--- src/rtl/osc_seq_pkg.sv ---
`default_nettype none
package osc_seq_pkg;

    // ------------------------------------------------------------
    // Register map
    // ------------------------------------------------------------
    localparam logic [7:0]  CFG_OFFSET     = 8'h00;
    localparam logic [7:0]  STATUS_OFFSET  = 8'h04;
    localparam int          CFG_M_LSB      = 0;
    localparam int          CFG_N_LSB      = 8;
    localparam int          CFG_REF_EN_BIT = 16;
    localparam int          CFG_EXT_BIT    = 17;
    localparam logic [31:0] CFG_RESET      = 32'h0001_0404;
    localparam logic [1:0]  RESP_OKAY      = 2'h0;
    localparam logic [1:0]  RESP_SLVERR    = 2'h2;

    // ------------------------------------------------------------
    // Sequencing
    // ------------------------------------------------------------
    localparam logic [7:0]  RATIO_MAX        = 8'hff;
    localparam int unsigned STAB_MCLK_CYCLES = 256;

    typedef enum logic [2:0] {
        SEQ_RESET  = 3'h0,
        SEQ_WAIT   = 3'h1,
        SEQ_STAB   = 3'h3,
        SEQ_LOAD   = 3'h2,
        SEQ_REF_ON = 3'h6,
        SEQ_RUN    = 3'h7,
        SEQ_OFF    = 3'h4
    } seq_state_e;

endpackage
`default_nettype wire

--- src/rtl/gated_divider.sv ---
`timescale 1ns/1ps
`default_nettype none
module gated_divider (
    input  wire logic       aclk,
    input  wire logic       aresetn,
    input  wire logic       tick,
    input  wire logic [7:0] ratio,
    input  wire logic       run,
    input  wire logic       gate,
    output logic            div_out_q
);
    logic [7:0] cnt_q;
    logic [7:0] cnt_d;
    logic       div_out_d;
    logic [7:0] last;
    logic       hold;

    always_comb
    begin
        last      = (ratio == 8'h00) ? 8'h00 : ratio - 8'h01;
        hold      = !run || (!gate && !div_out_q);
        cnt_d     = cnt_q;
        div_out_d = div_out_q;
        if (hold)
        begin
            cnt_d     = 8'h00;
            div_out_d = 1'b0;
        end
        else if (tick)
        begin
            if (cnt_q >= last)
            begin
                cnt_d     = 8'h00;
                div_out_d = !div_out_q;
            end
            else
            begin
                cnt_d = cnt_q + 8'h01;
            end
        end
    end

    always_ff @(posedge aclk)
    begin
        if (!aresetn)
        begin
            cnt_q     <= 8'h00;
            div_out_q <= 1'b0;
        end
        else
        begin
            cnt_q     <= cnt_d;
            div_out_q <= div_out_d;
        end
    end
endmodule // gated_divider
`default_nettype wire

--- src/rtl/oscillator_power_on_sequencer.sv ---
// Register access over AXI4-Lite and the register addresses were chosen for this implementation.
`timescale 1ns/1ps
`default_nettype none
module oscillator_power_on_sequencer #(
    parameter int unsigned STAB_CYCLES = osc_seq_pkg::STAB_MCLK_CYCLES
) (
    input  wire logic        aclk,
    input  wire logic        aresetn,
    input  wire logic [7:0]  awaddr,
    input  wire logic        awvalid,
    output logic             awready,
    input  wire logic [31:0] wdata,
    input  wire logic [3:0]  wstrb,
    input  wire logic        wvalid,
    output logic             wready,
    output logic [1:0]       bresp,
    output logic             bvalid,
    input  wire logic        bready,
    input  wire logic [7:0]  araddr,
    input  wire logic        arvalid,
    output logic             arready,
    output logic [31:0]      rdata,
    output logic [1:0]       rresp,
    output logic             rvalid,
    input  wire logic        rready,
    input  wire logic        external_clock_in,
    input  wire logic        output_gate_in,
    input  wire logic        sleep_request_low,
    output logic             reference_clock_out,
    output logic             gated_clock_out
);
    import osc_seq_pkg::*;

    // ------------------------------------------------------------
    // Pin synchronisers
    // ------------------------------------------------------------
    logic [2:0] pin_raw;
    logic [2:0] sync1_q;
    logic [2:0] sync2_q;
    logic       ext_s;
    logic       gate_s;
    logic       awake_s;

    assign pin_raw = {external_clock_in, output_gate_in, sleep_request_low};

    genvar gi;
    generate
        for (gi = 0; gi < 3; gi++)
        begin : g_sync
            always_ff @(posedge aclk)
            begin
                if (!aresetn)
                begin
                    sync1_q[gi] <= 1'b0;
                    sync2_q[gi] <= 1'b0;
                end
                else
                begin
                    sync1_q[gi] <= pin_raw[gi];
                    sync2_q[gi] <= sync1_q[gi];
                end
            end
        end
    endgenerate

    assign {ext_s, gate_s, awake_s} = sync2_q;

    // ------------------------------------------------------------
    // Sequencer
    // ------------------------------------------------------------
    seq_state_e  state_q, state_d;
    logic [31:0] cfg_q, cfg_d;
    logic [7:0]  m_q, m_d, n_q, n_d, pre_q, pre_d, m_eff;
    logic [15:0] stab_q, stab_d;
    logic        ext_prev_q, gate_smp_q, gate_smp_d, ref_q, ref_d;
    logic        src_tick, mclk_tick, stab_done, osc_run, ext_mode;

    assign ext_mode  = cfg_q[CFG_EXT_BIT];
    assign osc_run   = state_q inside {SEQ_STAB, SEQ_LOAD, SEQ_REF_ON, SEQ_RUN};
    assign m_eff     = (state_q inside {SEQ_REF_ON, SEQ_RUN}) ? m_q : RATIO_MAX;
    assign src_tick  = ext_mode ? (ext_s && !ext_prev_q) : 1'b1;
    // Ratio 0 behaves as 1; without the zero test it would wrap to 256
    assign mclk_tick = osc_run && src_tick && (m_eff == 8'h00 || pre_q >= m_eff - 8'h01);
    assign stab_done = mclk_tick && (stab_q == 16'(STAB_CYCLES - 1));

    always_comb
    begin
        state_d    = state_q;
        m_d        = m_q;
        n_d        = n_q;
        stab_d     = stab_q;
        pre_d      = pre_q;
        gate_smp_d = gate_smp_q;
        ref_d      = ref_q;
        if (osc_run && src_tick)
        begin
            pre_d = mclk_tick ? 8'h00 : pre_q + 8'h01;
        end
        if (mclk_tick)
        begin
            gate_smp_d = gate_s;
        end
        if (state_q inside {SEQ_REF_ON, SEQ_RUN} && cfg_q[CFG_REF_EN_BIT])
        begin
            ref_d = mclk_tick ? !ref_q : ref_q;
        end
        else
        begin
            ref_d = 1'b0;
        end
        case (state_q)
            SEQ_RESET:
            begin
                stab_d     = 16'h0000;
                pre_d      = 8'h00;
                m_d        = RATIO_MAX;
                n_d        = RATIO_MAX;
                gate_smp_d = 1'b0;
                state_d    = SEQ_WAIT;
            end
            SEQ_WAIT:
            begin
                if (gate_s)
                begin
                    state_d = SEQ_STAB;
                end
            end
            SEQ_STAB:
            begin
                if (stab_done)
                begin
                    state_d = SEQ_LOAD;
                end
                else if (mclk_tick)
                begin
                    stab_d = stab_q + 16'h0001;
                end
            end
            SEQ_LOAD:
            begin
                m_d     = cfg_q[CFG_M_LSB +: 8];
                n_d     = cfg_q[CFG_N_LSB +: 8];
                state_d = SEQ_REF_ON;
            end
            SEQ_REF_ON: state_d = SEQ_RUN;
            SEQ_RUN:    state_d = SEQ_RUN;
            SEQ_OFF:
            begin
                if (awake_s)
                begin
                    state_d = SEQ_RESET;
                end
            end
            default:    state_d = SEQ_RESET;
        endcase
        // Sleep overrides the next state and the reference output; restore replays the full power-up path
        if (!awake_s)
        begin
            state_d = SEQ_OFF;
            ref_d   = 1'b0;
        end
    end

    always_ff @(posedge aclk)
    begin
        if (!aresetn)
        begin
            state_q    <= SEQ_RESET;
            m_q        <= RATIO_MAX;
            n_q        <= RATIO_MAX;
            stab_q     <= 16'h0000;
            pre_q      <= 8'h00;
            ext_prev_q <= 1'b0;
            gate_smp_q <= 1'b0;
            ref_q      <= 1'b0;
        end
        else
        begin
            state_q    <= state_d;
            m_q        <= m_d;
            n_q        <= n_d;
            stab_q     <= stab_d;
            pre_q      <= pre_d;
            ext_prev_q <= ext_s;
            gate_smp_q <= gate_smp_d;
            ref_q      <= ref_d;
        end
    end

    assign reference_clock_out = ref_q;

    gated_divider gated_divider_i (
        .aclk      (aclk),
        .aresetn   (aresetn),
        .tick      (mclk_tick),
        .ratio     (n_q),
        .run       (state_q == SEQ_RUN),
        .gate      (gate_smp_q),
        .div_out_q (gated_clock_out)
    );

    // ------------------------------------------------------------
    // AXI4-Lite slave
    // ------------------------------------------------------------
    logic        aw_full_q, aw_full_d, w_full_q, w_full_d;
    logic [7:0]  aw_addr_q, aw_addr_d;
    logic [31:0] w_data_q, w_data_d, rdata_d;
    logic [3:0]  w_strb_q, w_strb_d;
    logic        awready_d, wready_d, bvalid_d, arready_d, rvalid_d;
    logic [1:0]  bresp_d, rresp_d;
    logic [31:0] status_word;

    assign status_word = {8'h00, n_q, m_q, 1'b0, awake_s, gate_smp_q,
                          gated_clock_out, ref_q, state_q};

    always_comb
    begin
        aw_full_d = aw_full_q;
        aw_addr_d = aw_addr_q;
        w_full_d  = w_full_q;
        w_data_d  = w_data_q;
        w_strb_d  = w_strb_q;
        bvalid_d  = bvalid;
        bresp_d   = bresp;
        rvalid_d  = rvalid;
        rresp_d   = rresp;
        rdata_d   = rdata;
        cfg_d     = cfg_q;
        if (awvalid && awready)
        begin
            aw_full_d = 1'b1;
            aw_addr_d = awaddr;
        end
        if (wvalid && wready)
        begin
            w_full_d = 1'b1;
            w_data_d = wdata;
            w_strb_d = wstrb;
        end
        if (bvalid && bready)
        begin
            bvalid_d = 1'b0;
        end
        if (aw_full_q && w_full_q && !bvalid)
        begin
            aw_full_d = 1'b0;
            w_full_d  = 1'b0;
            bvalid_d  = 1'b1;
            bresp_d   = RESP_OKAY;
            if (aw_addr_q == CFG_OFFSET)
            begin
                for (int b = 0; b < 4; b++)
                begin
                    if (w_strb_q[b])
                    begin
                        cfg_d[8*b +: 8] = w_data_q[8*b +: 8];
                    end
                end
            end
            else if (aw_addr_q != STATUS_OFFSET)
            begin
                bresp_d = RESP_SLVERR;
            end
        end
        if (rvalid && rready)
        begin
            rvalid_d = 1'b0;
        end
        if (arvalid && arready)
        begin
            rvalid_d = 1'b1;
            rresp_d  = RESP_OKAY;
            case (araddr)
                CFG_OFFSET:    rdata_d = cfg_q;
                STATUS_OFFSET: rdata_d = status_word;
                default:
                begin
                    rdata_d = 32'h0000_0000;
                    rresp_d = RESP_SLVERR;
                end
            endcase
        end
        awready_d = !aw_full_d;
        wready_d  = !w_full_d;
        arready_d = !rvalid_d;
    end

    always_ff @(posedge aclk)
    begin
        if (!aresetn)
        begin
            aw_full_q <= 1'b0;
            aw_addr_q <= 8'h00;
            w_full_q  <= 1'b0;
            w_data_q  <= 32'h0000_0000;
            w_strb_q  <= 4'h0;
            awready   <= 1'b0;
            wready    <= 1'b0;
            bvalid    <= 1'b0;
            bresp     <= RESP_OKAY;
            arready   <= 1'b0;
            rvalid    <= 1'b0;
            rresp     <= RESP_OKAY;
            rdata     <= 32'h0000_0000;
            cfg_q     <= CFG_RESET;
        end
        else
        begin
            aw_full_q <= aw_full_d;
            aw_addr_q <= aw_addr_d;
            w_full_q  <= w_full_d;
            w_data_q  <= w_data_d;
            w_strb_q  <= w_strb_d;
            awready   <= awready_d;
            wready    <= wready_d;
            bvalid    <= bvalid_d;
            bresp     <= bresp_d;
            arready   <= arready_d;
            rvalid    <= rvalid_d;
            rresp     <= rresp_d;
            rdata     <= rdata_d;
            cfg_q     <= cfg_d;
        end
    end
endmodule // oscillator_power_on_sequencer
`default_nettype wire

--- config.mk ---
export PLATFORM = sky130hd
export DESIGN_NAME = oscillator_power_on_sequencer
export DESIGN_NICKNAME = d
export VERILOG_FILES = /design/src/rtl/osc_seq_pkg.sv /design/src/rtl/gated_divider.sv /design/src/rtl/oscillator_power_on_sequencer.sv
export SDC_FILE = /design/constraint.sdc
export NUM_CORES = 1
export LEC_CHECK = 0
export BUFFER_PORTS_ARGS = -buffer_cell sky130_fd_sc_hd__buf_2
export CORE_UTILIZATION = 40
export CTS_BUF_LIST = sky130_fd_sc_hd__clkbuf_4
export CTS_CLUSTER_DIAMETER = 40
export CTS_CLUSTER_SIZE = 24
export DETAILED_ROUTE_END_ITERATION = 10
export GPL_ROUTABILITY_DRIVEN = 0
export GPL_TIMING_DRIVEN = 0
export HOLD_SLACK_MARGIN = 0.15
export SLEW_MARGIN = 20
export SYNTH_ARGS = -nofsm -noshare
export SYNTH_HDL_FRONTEND = slang
export SYNTH_SLANG_ARGS = --single-unit
--- constraint.sdc ---
create_clock -name aclk -period 7.25 [get_ports aclk]
set_input_delay 1.0875 -clock aclk [delete_from_list [all_inputs] [get_ports aclk]]
set_output_delay 1.0875 -clock aclk [all_outputs]
set_load 0.1 [all_outputs]
==> results.md, run 1 <==
- After clock tree synthesis, the clock-pin slew on the worst setup and hold paths is 140 ps.
- The kind of start point of the critical path is a register.
- The initial standard-cell utilization of the core is 0.410.
- The average wire per cell in the routed design is 14.7 um.
- The pin count of the biggest net entering global routing is 17.
- The number of cell rows is 51.
- The number of buffers added for setup after CTS is 0.
- The path class of the tightest hold or removal check is reg -> reg.
- The dominant synthesized flop cell is dfxtp_1.
- Buffers inserted during clock tree synthesis total 17.
- The number of synthesized register bits is 178.
- The initial antenna violation count is 1.
- The number of vias per cell after detailed routing is 4.97.
- The maximum clock rate is 279 MHz.
- The port buffer count is 100.
- The count of max-cap constraint violations is 0.
- The total routing resource utilization after global routing is 0.201.
- Once the clock tree was built, the resizer swapped 0 gates to a different size.
- The count of yosys warnings during synthesis is 0.
- The die outline area is 0.0206 mm^2.
- Yosys mapped a number of flops with a built-in enable equal to 0.
- For this run, asynchronously set or reset flops after synthesis account for 0.
- Buffers inserted to repair hold after CTS numbered 0.
- In this run, the number of DRC markers left after iteration 0 of detailed routing was 359.
- The insertion delay to the later sink of the worst-skew pair is 570 ps.
- The H-tree was split into 4 levels.
- Fill cells in the final layout number 2014.
- The netlist uses 58 different library cells.
- The arrival time at the worst endpoint is 4080 ps.
- The final design area excluding fillers is 0.00915 mm^2.
- The core region is 0.0195 mm^2.
- 105 I/O pins were placed.
- The sequential area share after synthesis is 0.445.
- Of the available clock period, the critical path in the final layout requires 0.494.
- Summed over all cells, the static leakage comes to 3.57 nW.
- The mapped netlist covers 0.00800 mm^2.
- The HPWL after detailed placement is 15100 um.
- Dividing the synthesized area by the synthesized cell count gives 8.53 um^2.
- The worst register-to-register path begins at m_q[0]$_SDFFE_PN1P_.
- The area growth from synthesis to layout is 14.4%.
- The run finished with clean final reports.
- The overall routed net length is 19600 um.
- Before antenna repair, the detailed router went through 5 iterations.
- The total count of hold-check failures in the final report is 0.
- The worst relative slew slack is 0.484.
- Setup violations remaining at the end of the flow were counted as 0.
- The wire length of the first global-routing pass is 31900 um.
- The slew at the pin closest to its max-slew limit is 774 ps.
- At the end of the flow, the number of nets in the layout was 1141.
- The remaining global-route overflow is 0.
- The ratio of cells with drive above 1 in the final layout is 0.146.
- The worst setup path is of the reg -> reg kind.
- The required time at the worst-slack endpoint is 7750 ps.
- Counting along the longest clock path gives a buffer depth of 2.
- The final sum of negative setup slack is 0 ps.
- In this run the vertical extent of the chip is 143 um.
- The clock net in this run drives a total of 178 sinks.
- The number of nets still failing antenna checks after routing is 0.
- The peak supply drop is 0.0931 mV.
- The worst setup path is captured at a register.
- The via count of the first global-routing pass is 6176.
- In this run the cell area measured after placement is 0.00883 mm^2.
- Counting every instance in the synthesized netlist gives 938.
- The power density of the placed cells is 191 mW/mm^2.
- The clock tree from TritonCTS is yes.
- The chip width is 143 um.
- Setup repair after global routing left no endpoint under its margin.
- Clock tree synthesis selected as its root buffer the cell clkbuf_4.
- In this run the worst path has a maximum fanout of 10.
- The clock period could shrink to 3580 ps.
- The worst min-delay path startpoint is sync1_q[1]$_SDFF_PN0_.
- The critical path startpoint is m_q[0]$_SDFFE_PN1P_.
- The clock tree skew after final layout is 22.5 ps.
- The count of pins over their slew limit was 0.
- For this run, design rule violations remaining after detail routing come to 0.
- The via count is 6644.
## metrics by stage
stage / power, mW / setup slack (ps) / std cells / util / hold WS (ps)
5_1_grt: 1.82 / 3370 / 1336 / 0.468 / 465
3_3_place_gp: 1.16 / 3770 / 1304 / 0.452 / 417
4_1_cts: 1.76 / 3680 / 1335 / 0.468 / 456
2_1_floorplan: 1.12 / 4180 / 939 / - / 412
6_report: 1.75 / 3670 / 1336 / 0.468 / 451
3_5_place_dp: 1.16 / 3740 / 1304 / 0.452 / 423
## sequential cells by signal, indices dropped and copies added (netlist names), 3 cells and up
name / count
gated_divider_i.cnt_q: 8
w_strb_q: 4
w_data_q: 32
cfg_q: 32
pre_q: 8
state_q: 3
stab_q: 16
aw_addr_q: 8
sync1_q: 3
rdata: 32
m_q: 8
n_q: 8
## power by group
| group | total (mW) | internal (mW) | switching, mW |
|---|---|---|---|
| Sequential | 1.01 | 0.996 | 0.00987 |
| Clock | 0.610 | 0.250 | 0.360 |
| Combinational | 0.132 | 0.0454 | 0.0864 |
| Total | 1.75 | 1.29 | 0.456 |
## critical path, cell delays in order, from the launching register on
cell and delay (ps):
dfxtp_1 430, or3_1 430, or2_2 310, nor3_1 230
xor2_1 170, nor2_1 60, ha_1 290, nand3_1 120
a211oi_2 530, nor2_1 180, buf_2 240, nor4_2 320
mux2i_1 200
## layout by cell type, fill, tap and decap left out, drive strengths merged, types with 10 or more instances in the layout
cell type	instances
nand2	204
ha	21
clkbuf	54
nor2b	11
buf	120
nor3	12
a22oi	10
mux2i	31
xor2	13
o21ai	48
a21oi	17
nand3	61
nand3b	18
dfxtp	178
nand2b	11
inv	13
a21boi	76
nor2	41
and2	36
## layout make-up
cell class	count	area (um^2)	area share
antenna	1	2.50	0.000274
buffer	56	275	0.0301
clock buffer	18	135	0.0148
clock inverter	13	175	0.0191
inverter	7	26.3	0.00287
multi-input combinational	698	4140	0.452
sequential	178	3560	0.390
tap	265	332	0.0362
timing repair buffer	100	500	0.0547
## Yosys cell counts, types with 2 or more instances
cell | n | area [um^2]
nand2_1 | 204 | 766
dfxtp_1 | 178 | 3560
a21boi_0 | 67 | 503
nand3_1 | 61 | 305
o21ai_0 | 48 | 240
nor2_1 | 41 | 154
and2_1 | 36 | 225
clkbuf_1 | 36 | 135
mux2i_1 | 31 | 310
ha_1 | 21 | 263
nand3b_1 | 18 | 135
a21oi_1 | 16 | 80.1
xor2_1 | 13 | 114
nand2b_1 | 11 | 68.8
nor2b_1 | 11 | 68.8
nor3_1 | 11 | 55.1
a22oi_1 | 10 | 75.1
a21boi_1 | 9 | 67.6
and3_1 | 9 | 56.3
xnor2_1 | 9 | 78.8
buf_1 | 7 | 26.3
buf_6 | 7 | 78.8
inv_1 | 7 | 26.3
nand4_1 | 7 | 43.8
nor4_1 | 7 | 43.8
o2111ai_1 | 5 | 43.8
and4_1 | 4 | 35.0
buf_2 | 4 | 20.0
o211ai_1 | 4 | 30.0
o21a_1 | 4 | 30.0
or2_2 | 4 | 25.0
or3_1 | 4 | 25.0
or4_1 | 4 | 30.0
a21o_1 | 3 | 22.5
a31oi_1 | 2 | 12.5
a32oi_1 | 2 | 17.5
buf_4 | 2 | 15.0
## final timing paths
path | to | cells past startpoint | slack (ps)
max | stab_q[15]$_SDFFE_PN0P_ | 12 | 3670
min | gate_s$_SDFF_PN0_ | 1 | 450
max reg2reg | stab_q[15]$_SDFFE_PN0P_ | 12 | 3670
min reg2reg | gate_s$_SDFF_PN0_ | 1 | 450
## metal layers
layer,global-route usage,part of all wire,up-vias
li1,-,-,3466
met1,0.266,0.48,3047
met2,0.326,0.46,116
met3,0.0417,0.035,15
met4,0.0633,0.017,0
met5,0,0,-
## logic make-up (layout without fill, tap and decap cells)
logic type | count (synthesis) | after routing | share of synthesized area
XOR/XNOR | 22 | 22 | 0.0241
flip-flops | 178 | 178 | 0.445
AND/OR/NAND/NOR | 439 | 439 | 0.265
AO/OA/AOI/OAI | 183 | 183 | 0.155
other | 1 | 3 | 0.000469
multiplexers | 31 | 31 | 0.0388
adder cells (fa/ha/maj) | 21 | 21 | 0.0328
buffers and inverters | 63 | 194 | 0.0377
Power figures use the tool's default switching activity.
==> run 2: changes to the inputs <==
clock period = 3.4 ns   (was 7.25 ns; I/O delays follow)
==> run 2 against run 1 <==
Final cell count is 3.2% higher. Clock power is 110% higher. Sequential power is 110% higher. First-iteration DRC count is 12% higher. Global-route usage is 0.30 points higher.
==> results.md, run 2 (synthesis results as in run 1) <==
- The flow ran to the end, and the final reports show no timing, DRC or antenna violations.
- The port buffer count is 100 (unchanged).
- The number of cells on the worst hold path is 3 (+2).
- The worst relative slew slack is 0.485 (+0.000756).
- The internal power component is 2.78 mW (+120%).
- The setup violation total in the final timing report is 0 (unchanged).
- The maximum clock rate was 306 MHz (+9.6%).
- The count of clock tree sinks is 178 (unchanged).
- The HPWL after detailed placement is 15100 um (unchanged).
- The arrival time at the worst endpoint is 3760 ps (-320 ps).
- The peak supply drop is 0.230 mV (+150%).
- The min-delay analysis places its worst path in the category in -> reg.
- The utilization of the core after routing is 0.492 (+0.0240).
- Setup repair after global routing could not meet its margin everywhere.
- The switching power as a share of total power is 0.260 (-0.00116).
- The clock period minus worst slack is 3270 ps (-313 ps).
- The worst hold path begins at wstrb[2].
- The initial antenna violation count was 1 (unchanged).
- The wire length of the first global-routing pass came to 32400 um (+1.8%).
- The average wire per cell in the routed design is 14.5 um (-1.1%).
- The number of vias per cell after detailed routing was 4.96 (-0.27%).
- The clock tree skew after final layout came to 21.8 ps (-0.703 ps).
- The insertion delay to the later sink of the worst-skew pair is 570 ps (about the same).
- The count of pins over their slew limit is 0 (unchanged).
- The total clock buffers created by CTS came to 17 (unchanged).
- The endpoint type of the worst setup path is a register.
- The number of cell rows is 51 (unchanged).
- The area of combinational cells with multiple inputs came to 0.00417 mm^2 (+0.79%).
- The clock network fraction of design power is 0.345 (-0.004).
- The final design area excluding fillers is 0.00962 mm^2 (+5.1%).
- The number of nets in the finished design came to 1184 (+3.8%).
- The storage element area was 0.00357 mm^2 (+0.14%).
- The area growth from synthesis to final layout is 20.2%.
- The library cell used as clock root buffer is clkbuf_4.
- The final routed DRC violation total is 0 (unchanged).
- The share of the clock period used by the worst path after layout is 0.962 (+0.468).
- The most repeated library cell on the critical path is nor2_1.
- The total count of hold-check failures in the final report is 0 (unchanged).
- The first-pass iteration count of the detailed router is 5 (unchanged).
- Walking the worst path, the cells encountered are or3_1, or2_2, nor3_4, xor2_1, nor2_1, ha_1, nand3_1, a211oi_4, nor2_1, buf_4, nor4_2, mux2i_1.
- The worst register-to-register path begins at m_q[0]$_SDFFE_PN1P_.
- The final sum of negative setup slack is 0 ps (unchanged).
- The number of H-tree levels is 4 (unchanged).
- The top cell family by delay on the critical path is simple AND/OR/NAND/NOR gates.
- The first-iteration detailed-routing DRC count is 402 (+12%).
- The largest driver fanout on the critical path is 10 (unchanged).
- The largest buffer count on any clock path was 2 (unchanged).
- The net switching power is 0.976 mW (+110%).
- The clock slew seen by the registers of the worst setup and hold paths was 150 ps (about the same).
- The power density of the placed cells is 391 mW/mm^2 (+100%).
- The placeable core region is 0.0195 mm^2 (unchanged).
- The number of nets still failing antenna checks after routing was 0 (unchanged).
- The clock tree from TritonCTS is yes.
- In the final layout, the registers with the most flip-flops are cfg_q (32), rdata (32), w_data_q (32).
- The depth of the worst register-to-register path is 12 (unchanged).
- The library cells used most frequently in the layout, excluding fill and tap cells, are nand2_1, dfxtp_1, buf_2.
- The overall routed net length is 20000 um (+2.1%).
- The slew at the pin closest to its max-slew limit was 773 ps (-1.13 ps).
- The remaining global-route overflow is 0 (unchanged).
- The total cell area at the placement stage is 0.00883 mm^2 (unchanged).
- The worst register-to-register path ends at stab_q[15]$_SDFFE_PN0P_.
- The kind of start point of the critical path is a register.
- The setup slack on the worst flop-to-flop path came to 130 ps (-3540 ps).
- The top-level port count was 105 (unchanged).
- The via count of the first global-routing pass is 6353 (+2.9%).
- The most common library cell in the layout ignoring fill and taps is nand2_1.
- The worst hold path terminates at w_strb_q[2]$_SDFFE_PN0P_.
- The fill cell total of the finished layout came to 1973 (-2.0%).
- The worst setup path is of the reg -> reg kind.
- The count of max-cap constraint violations is 0 (unchanged).
- The combinational share of power is 0.084 (+0.009).
- The die outline area is 0.0206 mm^2 (unchanged).
- The buffering stage count on the worst path with inverters included is 1 (unchanged).
- The largest stage delay on the critical path was 400 ps (-130 ps).
- The floorplan die height was 143 um (unchanged).
- The initial standard-cell utilization of the core came to 0.410 (unchanged).
- The via count is 6839 (+2.9%).
- The ratio of cells with drive above 1 in the final layout is 0.147 (+0.00156).
- The leakage power of the design came to 3.78 nW (+5.7%).
- The total routing resource utilization after global routing is 0.204 (+0.00303).
- The required time at the worst-slack endpoint is 3890 ps (-3860 ps).
- The largest individual stage delay along the critical path comes from the cell dfxtp_4.
- The share of total power in sequential cells was 0.570 (-0.006).
- The chip width is 143 um (unchanged).
- The pin count of the biggest net entering global routing is 17 (unchanged).
run 2: power by group through the flow:
stage	logic [mW]	registers (mW)	clock network (mW)
2_1_floorplan	0.157	2.22	0
3_3_place_gp	0.283	2.19	0
3_5_place_dp	0.284	2.19	0
4_1_cts	0.316	2.15	1.33
5_1_grt	0.349	2.15	1.42
6_report	0.317	2.14	1.30
run 2: worst max-delay path by stage:
| stage | endpoint | cells after the start | startpoint | slack (ps) |
|---|---|---|---|---|
| 6_report | stab_q[15]$_SDFFE_PN0P_ | 12 | m_q[0]$_SDFFE_PN1P_ | 130 |
| 5_1_grt | stab_q[15]$_SDFFE_PN0P_ | 12 | m_q[0]$_SDFFE_PN1P_ | -60 |
| 4_1_cts | stab_q[7]$_SDFFE_PN0P_ | 13 | m_q[0]$_SDFFE_PN1P_ | 20 |
| 3_5_place_dp | stab_q[15]$_SDFFE_PN0P_ | 12 | m_q[0]$_SDFFE_PN1P_ | -110 |
| 3_3_place_gp | stab_q[15]$_SDFFE_PN0P_ | 12 | m_q[0]$_SDFFE_PN1P_ | -80 |
| 2_1_floorplan | stab_q[7]$_SDFFE_PN0P_ | 13 | m_q[0]$_SDFFE_PN1P_ | 330 |
run 2: what timing repair did:
item                                    in CTS  in global routing
setup buffers                                1                  2
endpoints found under the setup margin      27                 32
pin swaps                                    1                  2
hold buffers                                36                  4
resized for setup                            5                  9
hold endpoints to repair                    36                  4
run 2: tightest hold or removal path: stages:
cell,delay (ps)
buf_2,100
nand2_1,50
a21boi_0,70
run 2: cell type report:
class | instances | share of cell area
flip-flops and latches | 178 | 0.371
clock buffers | 18 | 0.0141
repair buffers | 143 | 0.0960
inverters | 7 | 0.00273
well taps | 265 | 0.0345
multi-input cells | 698 | 0.434
diodes | 1 | 0.000260
plain buffers | 56 | 0.0294
clock inverters | 13 | 0.0182
run 2: through the flow:
stage,hold WS (ps),worst slack (ps),instances,power [mW]
after floorplan,412,331,939,2.38
after global routing,150,-61.1,1379,3.92
final,197,129,1379,3.76
after CTS,150,15.0,1372,3.79
after global placement,417,-83.6,1304,2.47
after detailed placement,423,-114,1304,2.47
run 2: per-layer routing:
metal  vias to the layer above  wire length, um  GRT usage
li1                       3552                -          -
met4                         0              349     0.0633
met2                       137             9390      0.335
met5                         -                0          0
met3                        17              732     0.0413
met1                      3133             9550      0.268
